--- src/include/osc_ctrl_pkg.sv ---
// Package with register map, field layout, mode codes and timing for oscillator control
package osc_ctrl_pkg;
	// ----------------------------------------------------------------
	// Register map (byte addresses)
	// ----------------------------------------------------------------
	localparam logic [7:0] ADDR_CONTROL = 8'h00;
	localparam logic [7:0] ADDR_STATUS = 8'h04;
	localparam logic [7:0] ADDR_TRIM = 8'h08;
	localparam logic [7:0] ADDR_CONFIG = 8'h0C;
	localparam int ADDR_W = 8;

	// ----------------------------------------------------------------
	// Control register fields
	// ----------------------------------------------------------------
	localparam int CTL_SCS_LSB = 0;
	localparam int CTL_INTERNAL_FREQ_SELECT_FIELD_LSB = 3;
	localparam int CTL_SPLL_BIT = 7;
	localparam logic [1:0] SCS_RESET = 2'h0;
	localparam logic [3:0] INTERNAL_FREQ_SELECT_FIELD_RESET = 4'h7;
	localparam logic [1:0] SCS_CONFIGURED = 2'h0;
	localparam logic [1:0] SCS_TIMER_XTAL = 2'h1;

	// ----------------------------------------------------------------
	// Status register bits
	// ----------------------------------------------------------------
	localparam int STS_START_BIT = 0;
	localparam int STS_LF_READY_BIT = 1;
	localparam int STS_HF_STABLE_BIT = 2;
	localparam int STS_HF_LOCKED_BIT = 3;
	localparam int STS_MF_READY_BIT = 4;
	localparam int STS_HF_READY_BIT = 5;

	// ----------------------------------------------------------------
	// Trim and configuration fields
	// ----------------------------------------------------------------
	localparam int TRIM_W = 6;
	localparam logic [5:0] TRIM_RESET = 6'h00;
	localparam int CFG_MODE_LSB = 0;
	localparam int CFG_PLL_BIT = 3;
	localparam int CFG_CLKOUT_BIT = 4;
	localparam int CFG_FAILSAFE_BIT = 5;
	localparam int CFG_TWOSPEED_BIT = 6;
	localparam int CFG_POWER_UP_DELAY_TIMER_BIT = 7;
	localparam logic [7:0] CFG_RESET = 8'h04;

	// ----------------------------------------------------------------
	// Clock modes and frequency ranges
	// ----------------------------------------------------------------
	typedef enum logic [2:0] {
		MODE_WATCH_XTAL = 3'b000,
		MODE_MED_XTAL = 3'b001,
		MODE_HIGH_XTAL = 3'b010,
		MODE_RES_CAP = 3'b011,
		MODE_INTERNAL = 3'b100,
		MODE_EXT_LOW = 3'b101,
		MODE_EXT_MED = 3'b110,
		MODE_EXT_HIGH = 3'b111
	} clk_mode_t;
	localparam logic [3:0] INTERNAL_FREQ_SELECT_FIELD_LF_MAX = 4'h1;
	localparam logic [3:0] INTERNAL_FREQ_SELECT_FIELD_HF_MIN = 4'h8;

	// ----------------------------------------------------------------
	// Timing
	// ----------------------------------------------------------------
	localparam int CLK_PERIOD_NS = 10;
	localparam int START_UP_CYCLES = 1024;
	localparam int HF_READY_NS = 1000;
	localparam int HF_LOCK_NS = 3000;
	localparam int HF_STABLE_NS = 6000;
	localparam int MF_READY_NS = 500;
	localparam int LF_READY_NS = 200;
	localparam int HF_READY_CYC = (HF_READY_NS + CLK_PERIOD_NS - 1) / CLK_PERIOD_NS;
	localparam int HF_LOCK_CYC = (HF_LOCK_NS + CLK_PERIOD_NS - 1) / CLK_PERIOD_NS;
	localparam int HF_STABLE_CYC = (HF_STABLE_NS + CLK_PERIOD_NS - 1) / CLK_PERIOD_NS;
	localparam int MF_READY_CYC = (MF_READY_NS + CLK_PERIOD_NS - 1) / CLK_PERIOD_NS;
	localparam int LF_READY_CYC = (LF_READY_NS + CLK_PERIOD_NS - 1) / CLK_PERIOD_NS;
	localparam int SETTLE_W = 12;

	typedef enum logic [1:0] {
		SU_IDLE = 2'b00,
		SU_WAIT_POWER_UP_DELAY_TIMER = 2'b01,
		SU_COUNT = 2'b10,
		SU_DONE = 2'b11
	} start_state_t;
endpackage

--- src/verilog/oscillator_source_control.sv ---
// Oscillator source control: start-up counter, PLL enable, internal oscillator status
// Function
// - Crystal modes count 1024 primary oscillator cycles
// - Count starts after power-up delay or wake
// - Hold CPU during count unless monitors enabled
// - With monitors, run from internal oscillator meanwhile
// - PLL on if either bit; config overrides
// - PLL takes external or internal input
// - Timer crystal selectable as system clock
// - Clock-out bit chooses secondary pin function in resistor-capacitor and internal modes
// - Internal mode frees primary pin for I/O
// - Internal block by config or select field
// - High-frequency clock derived from medium oscillator
// - Trim register adjusts high and medium oscillators
// - Frequency select drives postscaler multiplexer
// - Internal oscillators enabled by range and mode
// - Fast start-up clock until high oscillator is ready
// - High-frequency ready flag while running
// - High-frequency locked flag within two percent
// - High-frequency stable flag within half percent
// - Medium oscillator feeds nine postscaled frequencies
// - Medium-frequency ready flag while running
// - Low oscillator untrimmed at 31 kHz
// - External clock modes skip the start-up count
// - Codes 111, 110, 101 select external clock
// - Start-up status flag shows external source running
// - Select field 00/01/1x; clears on reset
`timescale 1ns/1ns
`default_nettype none
module oscillator_source_control #(
	parameter int START_COUNT = osc_ctrl_pkg::START_UP_CYCLES
) (
	input wire logic mclk,
	input wire logic rst,
	input wire logic hsel,
	input wire logic [31:0] haddr,
	input wire logic [1:0] htrans,
	input wire logic hwrite,
	input wire logic [2:0] hsize,
	input wire logic [31:0] hwdata,
	input wire logic hready,
	output logic [31:0] hrdata,
	output logic hreadyout,
	output logic hresp,
	input wire logic primaryOscInputPin,
	input wire logic powerOnEvent,
	input wire logic powerUpTimerExpired,
	input wire logic sleepWakeEvent,
	output logic cpuHold,
	output logic runOnInternal,
	output logic pllEnable,
	output logic pllFromInternal,
	output logic [1:0] sysClkSource,
	output logic clockOutOnSecondaryPin,
	output logic primaryPinIsGpio,
	output logic highFreqOscEnable,
	output logic mediumFreqOscEnable,
	output logic lowFreqOscEnable,
	output logic fastStartClockActive,
	output logic [3:0] postscalerSelect,
	output logic [osc_ctrl_pkg::TRIM_W-1:0] frequencyTrim
);
	import osc_ctrl_pkg::*;

	// ----------------------------------------------------------------
	// Decode helpers
	// ----------------------------------------------------------------
	function automatic logic isCrystal(input logic [2:0] mode);
		isCrystal = (mode == MODE_WATCH_XTAL) || (mode == MODE_MED_XTAL) ||
			(mode == MODE_HIGH_XTAL);
	endfunction

	function automatic logic isExtLogic(input logic [2:0] mode);
		isExtLogic = (mode == MODE_EXT_LOW) || (mode == MODE_EXT_MED) ||
			(mode == MODE_EXT_HIGH);
	endfunction

	function automatic logic [11:0] settleStep(input logic [11:0] cnt, input logic on,
			input logic [11:0] limit);
		if (!on) begin
			settleStep = '0;
		end else if (cnt < limit) begin
			settleStep = cnt + 12'h001;
		end else begin
			settleStep = cnt;
		end
	endfunction

	localparam logic [11:0] HF_READY_LIM = 12'(HF_READY_CYC);
	localparam logic [11:0] HF_LOCK_LIM = 12'(HF_LOCK_CYC);
	localparam logic [11:0] HF_STABLE_LIM = 12'(HF_STABLE_CYC);
	localparam logic [11:0] MF_READY_LIM = 12'(MF_READY_CYC);
	localparam logic [11:0] LF_READY_LIM = 12'(LF_READY_CYC);
	localparam logic [10:0] COUNT_LAST = 11'(START_COUNT - 1);

	// ----------------------------------------------------------------
	// State
	// ----------------------------------------------------------------
	logic [1:0] sysClkSel, next_sysClkSel;
	logic [3:0] freqSel, next_freqSel;
	logic softPll, next_softPll;
	logic [TRIM_W-1:0] trim, next_trim;
	logic [7:0] cfgWord, next_cfgWord;
	logic wrPending, next_wrPending;
	logic [ADDR_W-1:0] wrAddr, next_wrAddr;
	logic [31:0] next_hrdata;
	logic pinMeta, pinSync, pinLast;
	start_state_t suState, next_suState;
	logic [10:0] suCount, next_suCount;
	logic [11:0] hfCnt, mfCnt, lfCnt, next_hfCnt, next_mfCnt, next_lfCnt;
	logic [2:0] mode;
	logic internalActive, hfRange, lfRange, mfOn, hfOn, lfOn, xtalDone, extRunning;
	logic [7:0] statusWord;

	// Field views of the configuration register
	assign mode = cfgWord[CFG_MODE_LSB +: 3];

	// Enable conditions for the internal block
	always_comb begin
		internalActive = (mode == MODE_INTERNAL) || sysClkSel[1];
		hfRange = freqSel >= INTERNAL_FREQ_SELECT_FIELD_HF_MIN;
		lfRange = freqSel <= INTERNAL_FREQ_SELECT_FIELD_LF_MAX;
		hfOn = internalActive && hfRange;
		mfOn = internalActive && !lfRange;
		lfOn = internalActive && lfRange;
		xtalDone = suState == SU_DONE;
		extRunning = (sysClkSel == SCS_CONFIGURED) && !(mode == MODE_INTERNAL) &&
			(!isCrystal(mode) || xtalDone);
	end

	// Status word; ready levels follow the running oscillators
	always_comb begin
		statusWord = '0;
		statusWord[STS_START_BIT] = extRunning;
		statusWord[STS_LF_READY_BIT] = lfCnt == LF_READY_LIM;
		statusWord[STS_HF_STABLE_BIT] = hfCnt == HF_STABLE_LIM;
		statusWord[STS_HF_LOCKED_BIT] = hfCnt >= HF_LOCK_LIM;
		statusWord[STS_MF_READY_BIT] = mfCnt == MF_READY_LIM;
		statusWord[STS_HF_READY_BIT] = hfCnt >= HF_READY_LIM;
	end

	// ----------------------------------------------------------------
	// AHB-Lite slave
	// ----------------------------------------------------------------
	// Zero wait states: reads are captured in the address phase
	always_comb begin
		next_wrPending = 1'b0;
		next_wrAddr = wrAddr;
		next_hrdata = hrdata;
		next_sysClkSel = sysClkSel;
		next_freqSel = freqSel;
		next_softPll = softPll;
		next_trim = trim;
		next_cfgWord = cfgWord;
		if (wrPending) begin
			case (wrAddr)
				ADDR_CONTROL: begin
					next_sysClkSel = hwdata[CTL_SCS_LSB +: 2];
					next_freqSel = hwdata[CTL_INTERNAL_FREQ_SELECT_FIELD_LSB +: 4];
					next_softPll = hwdata[CTL_SPLL_BIT];
				end
				ADDR_TRIM: next_trim = hwdata[TRIM_W-1:0];
				ADDR_CONFIG: next_cfgWord = hwdata[7:0];
				default: ;
			endcase
		end
		if (hsel && htrans[1] && hready) begin
			next_wrPending = hwrite;
			next_wrAddr = haddr[ADDR_W-1:0];
			next_hrdata = '0;
			if (!hwrite) begin
				case (haddr[ADDR_W-1:0])
					ADDR_CONTROL: begin
						next_hrdata[CTL_SCS_LSB +: 2] = sysClkSel;
						next_hrdata[CTL_INTERNAL_FREQ_SELECT_FIELD_LSB +: 4] = freqSel;
						next_hrdata[CTL_SPLL_BIT] = softPll;
					end
					ADDR_STATUS: next_hrdata[7:0] = statusWord;
					ADDR_TRIM: next_hrdata[TRIM_W-1:0] = trim;
					ADDR_CONFIG: next_hrdata[7:0] = cfgWord;
					default: next_hrdata = '0;
				endcase
			end
		end
	end

	// Register file and bus response; select field clears on every reset
	always_ff @(posedge mclk) begin
		if (rst) begin
			wrPending <= 1'b0;
			wrAddr <= '0;
			hrdata <= '0;
			hreadyout <= 1'b1;
			hresp <= 1'b0;
			sysClkSel <= SCS_RESET;
			freqSel <= INTERNAL_FREQ_SELECT_FIELD_RESET;
			softPll <= 1'b0;
			trim <= TRIM_RESET;
			cfgWord <= CFG_RESET;
		end else begin
			wrPending <= next_wrPending;
			wrAddr <= next_wrAddr;
			hrdata <= next_hrdata;
			hreadyout <= 1'b1;
			hresp <= 1'b0;
			sysClkSel <= next_sysClkSel;
			freqSel <= next_freqSel;
			softPll <= next_softPll;
			trim <= next_trim;
			cfgWord <= next_cfgWord;
		end
	end

	// ----------------------------------------------------------------
	// Primary oscillator pin synchroniser
	// ----------------------------------------------------------------
	// The pin is asynchronous; only the second and third stages are looked at
	always_ff @(posedge mclk) begin
		if (rst) begin
			pinMeta <= 1'b0;
			pinSync <= 1'b0;
			pinLast <= 1'b0;
		end else begin
			pinMeta <= primaryOscInputPin;
			pinSync <= pinMeta;
			pinLast <= pinSync;
		end
	end

	// ----------------------------------------------------------------
	// Start-up counter
	// ----------------------------------------------------------------
	// Every start event restarts the count from zero, even mid-count
	always_comb begin
		next_suState = suState;
		next_suCount = suCount;
		if (!isCrystal(mode)) begin
			next_suState = SU_DONE;
			next_suCount = '0;
		end else if (powerOnEvent) begin
			next_suState = cfgWord[CFG_POWER_UP_DELAY_TIMER_BIT] ? SU_WAIT_POWER_UP_DELAY_TIMER : SU_COUNT;
			next_suCount = '0;
		end else if (sleepWakeEvent) begin
			next_suState = SU_COUNT;
			next_suCount = '0;
		end else begin
			case (suState)
				SU_IDLE: next_suState = SU_IDLE;
				SU_WAIT_POWER_UP_DELAY_TIMER: begin
					if (powerUpTimerExpired) begin
						next_suState = SU_COUNT;
					end
				end
				SU_COUNT: begin
					if (pinSync && !pinLast) begin
						if (suCount == COUNT_LAST) begin
							next_suState = SU_DONE;
						end else begin
							next_suCount = suCount + 11'h001;
						end
					end
				end
				SU_DONE: next_suState = SU_DONE;
				default: next_suState = SU_IDLE;
			endcase
		end
	end

	// Counter registers
	always_ff @(posedge mclk) begin
		if (rst) begin
			suState <= SU_IDLE;
			suCount <= '0;
		end else begin
			suState <= next_suState;
			suCount <= next_suCount;
		end
	end

	// ----------------------------------------------------------------
	// Internal oscillator settling
	// ----------------------------------------------------------------
	// High oscillator only settles once the medium source it derives from runs
	always_comb begin
		next_hfCnt = settleStep(hfCnt, hfOn && (mfCnt == MF_READY_LIM), HF_STABLE_LIM);
		next_mfCnt = settleStep(mfCnt, mfOn, MF_READY_LIM);
		next_lfCnt = settleStep(lfCnt, lfOn, LF_READY_LIM);
	end

	// Settling counters
	always_ff @(posedge mclk) begin
		if (rst) begin
			hfCnt <= '0;
			mfCnt <= '0;
			lfCnt <= '0;
		end else begin
			hfCnt <= next_hfCnt;
			mfCnt <= next_mfCnt;
			lfCnt <= next_lfCnt;
		end
	end

	// ----------------------------------------------------------------
	// Registered outputs
	// ----------------------------------------------------------------
	// All outputs come from flops, so they lag their cause by one cycle
	always_ff @(posedge mclk) begin
		if (rst) begin
			cpuHold <= 1'b0;
			runOnInternal <= 1'b0;
			pllEnable <= 1'b0;
			pllFromInternal <= 1'b0;
			sysClkSource <= SCS_RESET;
			clockOutOnSecondaryPin <= 1'b0;
			primaryPinIsGpio <= 1'b0;
			highFreqOscEnable <= 1'b0;
			mediumFreqOscEnable <= 1'b0;
			lowFreqOscEnable <= 1'b0;
			fastStartClockActive <= 1'b0;
			postscalerSelect <= INTERNAL_FREQ_SELECT_FIELD_RESET;
			frequencyTrim <= TRIM_RESET;
		end else begin
			cpuHold <= (next_suState != SU_DONE) && isCrystal(mode) &&
				!(cfgWord[CFG_FAILSAFE_BIT] || cfgWord[CFG_TWOSPEED_BIT]);
			runOnInternal <= (next_suState != SU_DONE) && isCrystal(mode) &&
				(cfgWord[CFG_FAILSAFE_BIT] || cfgWord[CFG_TWOSPEED_BIT]);
			pllEnable <= cfgWord[CFG_PLL_BIT] || softPll;
			pllFromInternal <= internalActive && !sysClkSel[1];
			sysClkSource <= sysClkSel;
			clockOutOnSecondaryPin <= !isCrystal(mode) && !isExtLogic(mode) &&
				cfgWord[CFG_CLKOUT_BIT];
			primaryPinIsGpio <= mode == MODE_INTERNAL;
			highFreqOscEnable <= hfOn;
			mediumFreqOscEnable <= mfOn;
			lowFreqOscEnable <= lfOn;
			fastStartClockActive <= hfOn && (hfCnt < HF_READY_LIM);
			postscalerSelect <= freqSel;
			frequencyTrim <= trim;
		end
	end
endmodule
`default_nettype wire

--- config.mk ---
export PLATFORM = sky130hd
export DESIGN_NAME = oscillator_source_control
export DESIGN_NICKNAME = d
export VERILOG_FILES = /design/src/include/osc_ctrl_pkg.sv /design/src/verilog/oscillator_source_control.sv
export SDC_FILE = /design/constraint.sdc
export NUM_CORES = 1
export LEC_CHECK = 0
export ABC_AREA = 1
export BUFFER_PORTS_ARGS = -buffer_cell sky130_fd_sc_hd__buf_2
export CORE_UTILIZATION = 39
export CTS_CLUSTER_DIAMETER = 50
export DETAILED_ROUTE_END_ITERATION = 16
export RECOVER_POWER = 25
export SLEW_MARGIN = 20
export SYNTH_ARGS = -nofsm -noshare
export SYNTH_HDL_FRONTEND = slang
export SYNTH_SLANG_ARGS = --single-unit
--- constraint.sdc ---
create_clock -name mclk -period 3.7 [get_ports mclk]
set_clock_uncertainty 0.05 [all_clocks]
set_input_delay 0.74 -clock mclk [delete_from_list [all_inputs] [get_ports mclk]]
set_output_delay 0.74 -clock mclk [all_outputs]
set_load 0.05 [all_outputs]
==> results.yml <==
layout:
  drive_above_1_share_pct: 13.3
  nets: 795
  instances_no_fill: 882
  fill_cells: 1297
  antenna_cells: 0
  syn_to_final_growth_pct: 12.0
worst_setup_path:
  crit_chain: "nand3_1, nand2_1, inv_1, nor3_1, inv_1, nor3b_2"
  cp.arrival_ns: 2.29
  r2r_cells: 6
  slowest_delay_ns: 0.54
  crit_path_top_delay_cell: "nor3_1"
  cp_data_required_time_ns: 3.93
  crit_buf_inv: 2
  end_kind: "flop"
  cp_top_family: "simple AND/OR/NAND/NOR gates"
  path_max_fanout: 9
  r2r_slack_ns: 1.64
  critPathLaunchType: "flop"
  rr_startpoint: "cfgWord[2]"
  cp_common_cell: "inv_1"
  r2r_end: "lfCnt[3]"
  path_class: "reg2reg"
place:
  placed_cells: 867
  port_buffers: 55
  routabilityCongestion: 0.831
  dp_hpwl_mm: 7.76
pwr:
  pwr-share-clk_pct: 41.2
  p_sw_mw: 0.559
  power_leakage_nw: 2.30
  switching_share_pct: 23.8
  ir_worst_vdd_mv: 0.315
  p_per_area_nw_per_um2: 429
  p_int_mw: 1.79
  finalPower_mw: 2.35
  p_seq_share_pct: 52.3
  comb_power_share_pct: 6.5
global_route:
  gr-total-overflow: 0
  grt_pass1_wl_mm: 17.3
  track_usage_pct: 17.1
  antenna_found_initial: 0
  grt_max_degree: 31
  grt_pass1_vias: 3780
logic_synthesis:
  yosys_warnings: 0
  synthesis.area_sq_um: 4890
  avgSynthCellArea_sq_um: 7.42
  postSynth.asyncResetShare_pct: 0
  synth-seq-area-share_pct: 45.9
  synth_edf_count: 0
  ys_types: 39
  ys_seq_elements: 112
  synthCells: 659
  synth_ff_type: "dfxtp_1"
sta:
  fin_crit_ns: 2.06
  min_period_over_period_pct: 55.7
  grt_setup_unrepaired: "false"
  tightestPinTransition_ns: 0.823
  maxSlewHeadroom_pct: 45.0
  setup_viol: 0
  finalHoldViolCount: 0
  fin_tns_setup_ns: 0
  fmax_mhz: 485
  drv_slew: 0
cts:
  post_cts.repair.setup_buffers: 0
  clock_path_buffers: 2
  cts_tree: "done"
  ctsRootBufferMaster: "clkbuf_16"
  cts_hold_buf: 0
  cts_sinks: 112
  path_clk_slew_ns: 0.07
  cts_max_level: 3
  clkLatencyLatePin_ns: 0.35
  numCtsBuffers: 9
  post_cts_resized: 0
die:
  dieHeight_um: 114
  die_w_um: 114
  start_util_pct: 40.4
  io_pins: 134
  die_area_sq_um: 13000
  coreArea_sq_um: 12100
  rows: 40
route:
  vias_per_cell: 4.66
  vias: 4108
  drt-wirelength-per-cell_um: 11.9
  first_iter_violations: 285
  routed_wirelength_mm: 10.5
  drtAntennaViolNets: 0
  firstDrtPassIters: 4
  drc: 0
status:
  outcome: "complete, no violations"
min_path:
  worstHoldPathCells: 2
  min-delay-start: "pinMeta"
  hold_end: "pinSync"
  hold_class: "reg2reg"
flow_run:
  drv_cap: 0
-- placed cells by master, fill, tap and decap left out, types with 6 or more instances in the layout --
cell / instances
clkbuf_16: 9
dfxtp_1: 112
nor2_1: 92
conb_1: 26
nor3_1: 7
o21ai_0: 42
ha_1: 7
buf_2: 55
inv_1: 94
a21oi_1: 61
nand2_1: 107
nand3_1: 37
nor2_2: 6
nand4_1: 14
-- cells in the mapped netlist, types with 3 or more instances --
| master | count | share of area [%] |
|---|---|---|
| dfxtp_1 | 112 | 46 |
| nand2_1 | 107 | 8.2 |
| inv_1 | 93 | 7.1 |
| nor2_1 | 90 | 6.9 |
| a21oi_1 | 61 | 6.2 |
| o21ai_0 | 42 | 4.3 |
| nand3_1 | 37 | 3.8 |
| buf_4 | 26 | 4.0 |
| nand4_1 | 14 | 1.8 |
| clkbuf_1 | 8 | 0.61 |
| ha_1 | 7 | 1.8 |
| nor2_2 | 7 | 0.90 |
| nor3_1 | 6 | 0.61 |
| o21ai_1 | 5 | 0.51 |
| nand2_2 | 4 | 0.51 |
| or2_2 | 4 | 0.51 |
| buf_2 | 3 | 0.31 |
| buf_6 | 3 | 0.69 |
| nand3b_1 | 3 | 0.46 |
-- power groups by stage --
stage	registers, mW	clock network, mW	logic (mW)
final	1.23	0.968	0.151
after global routing	1.23	1.04	0.165
after CTS	1.23	0.994	0.151
after detailed placement	1.26	0	0.151
after global placement	1.25	0	0.149
after floorplan	1.26	0	0.130
-- tightest hold or removal path: cells and delay by family, from the launching register on --
family        cells  cell delay (ns)
flops             1             0.30
simple gates      1             0.03
buf+inv           1             0.04
-- kinds of logic after synthesis --
family                     synth area share [%]
AOI/OAI and AO/OA                          13.0
xor gates and xnor gates                  0.358
adders and majority gates                  1.79
buffers and inverters                      12.9
DFF                                        45.9
other                                     0.154
and+or+nand+nor                            26.0
-- metal layers --
layer  wire (um)  GRT usage [%]
met1        5050           22.1
met5           0              0
met4         175           5.80
met3         513           4.62
met2        4770           27.4
-- flip-flops by register name, summed over array words and instances (netlist names), 4 cells and up --
| signal | count |
|---|---|
| freqSel | 4 |
| lfCnt | 12 |
| hrdata | 8 |
| trim | 6 |
| wrAddr | 8 |
| suCount | 11 |
| mfCnt | 12 |
| cfgWord | 8 |
| frequencyTrim | 6 |
| hfCnt | 12 |
| postscalerSelect | 4 |
-- metrics by stage --
stage          hold WS [ns]  util (%)  area (sq um)  setup WS (ns)
6_report              0.360      45.2          5470           1.64
2_1_floorplan         0.338         -          4980           2.04
3_5_place_dp          0.353      42.9          5200           1.29
5_1_grt               0.383      45.2          5470           1.41
4_1_cts               0.364      45.4          5490           1.67
3_3_place_gp          0.351      42.9          5200           1.31
-- final cells by class --
cell class | instances | area, sq um | share of cell area [%]
clock inverters | 5 | 57.6 | 1.05
flip-flops and latches | 112 | 2240 | 41.0
inverters | 95 | 357 | 6.52
multi-input cells | 436 | 2080 | 38.1
repair buffers | 56 | 283 | 5.17
well taps | 168 | 210 | 3.84
clock buffers | 10 | 239 | 4.37
-- worst max-delay path by stage --
| stage | startpoint | endpoint | slack [ns] | cells after the start |
|---|---|---|---|---|
| 5_1_grt | cfgWord[2] | lfCnt[3] | 1.41 | 6 |
| 6_report | cfgWord[2] | lfCnt[3] | 1.64 | 6 |
| 2_1_floorplan | sleepWakeEvent | suCount[2] | 2.04 | 6 |
| 4_1_cts | rst | mfCnt[0] | 1.67 | 6 |
| 3_5_place_dp | rst | mfCnt[0] | 1.29 | 6 |
| 3_3_place_gp | rst | mfCnt[0] | 1.31 | 6 |
No activity file was read; power rests on OpenSTA's default activity.
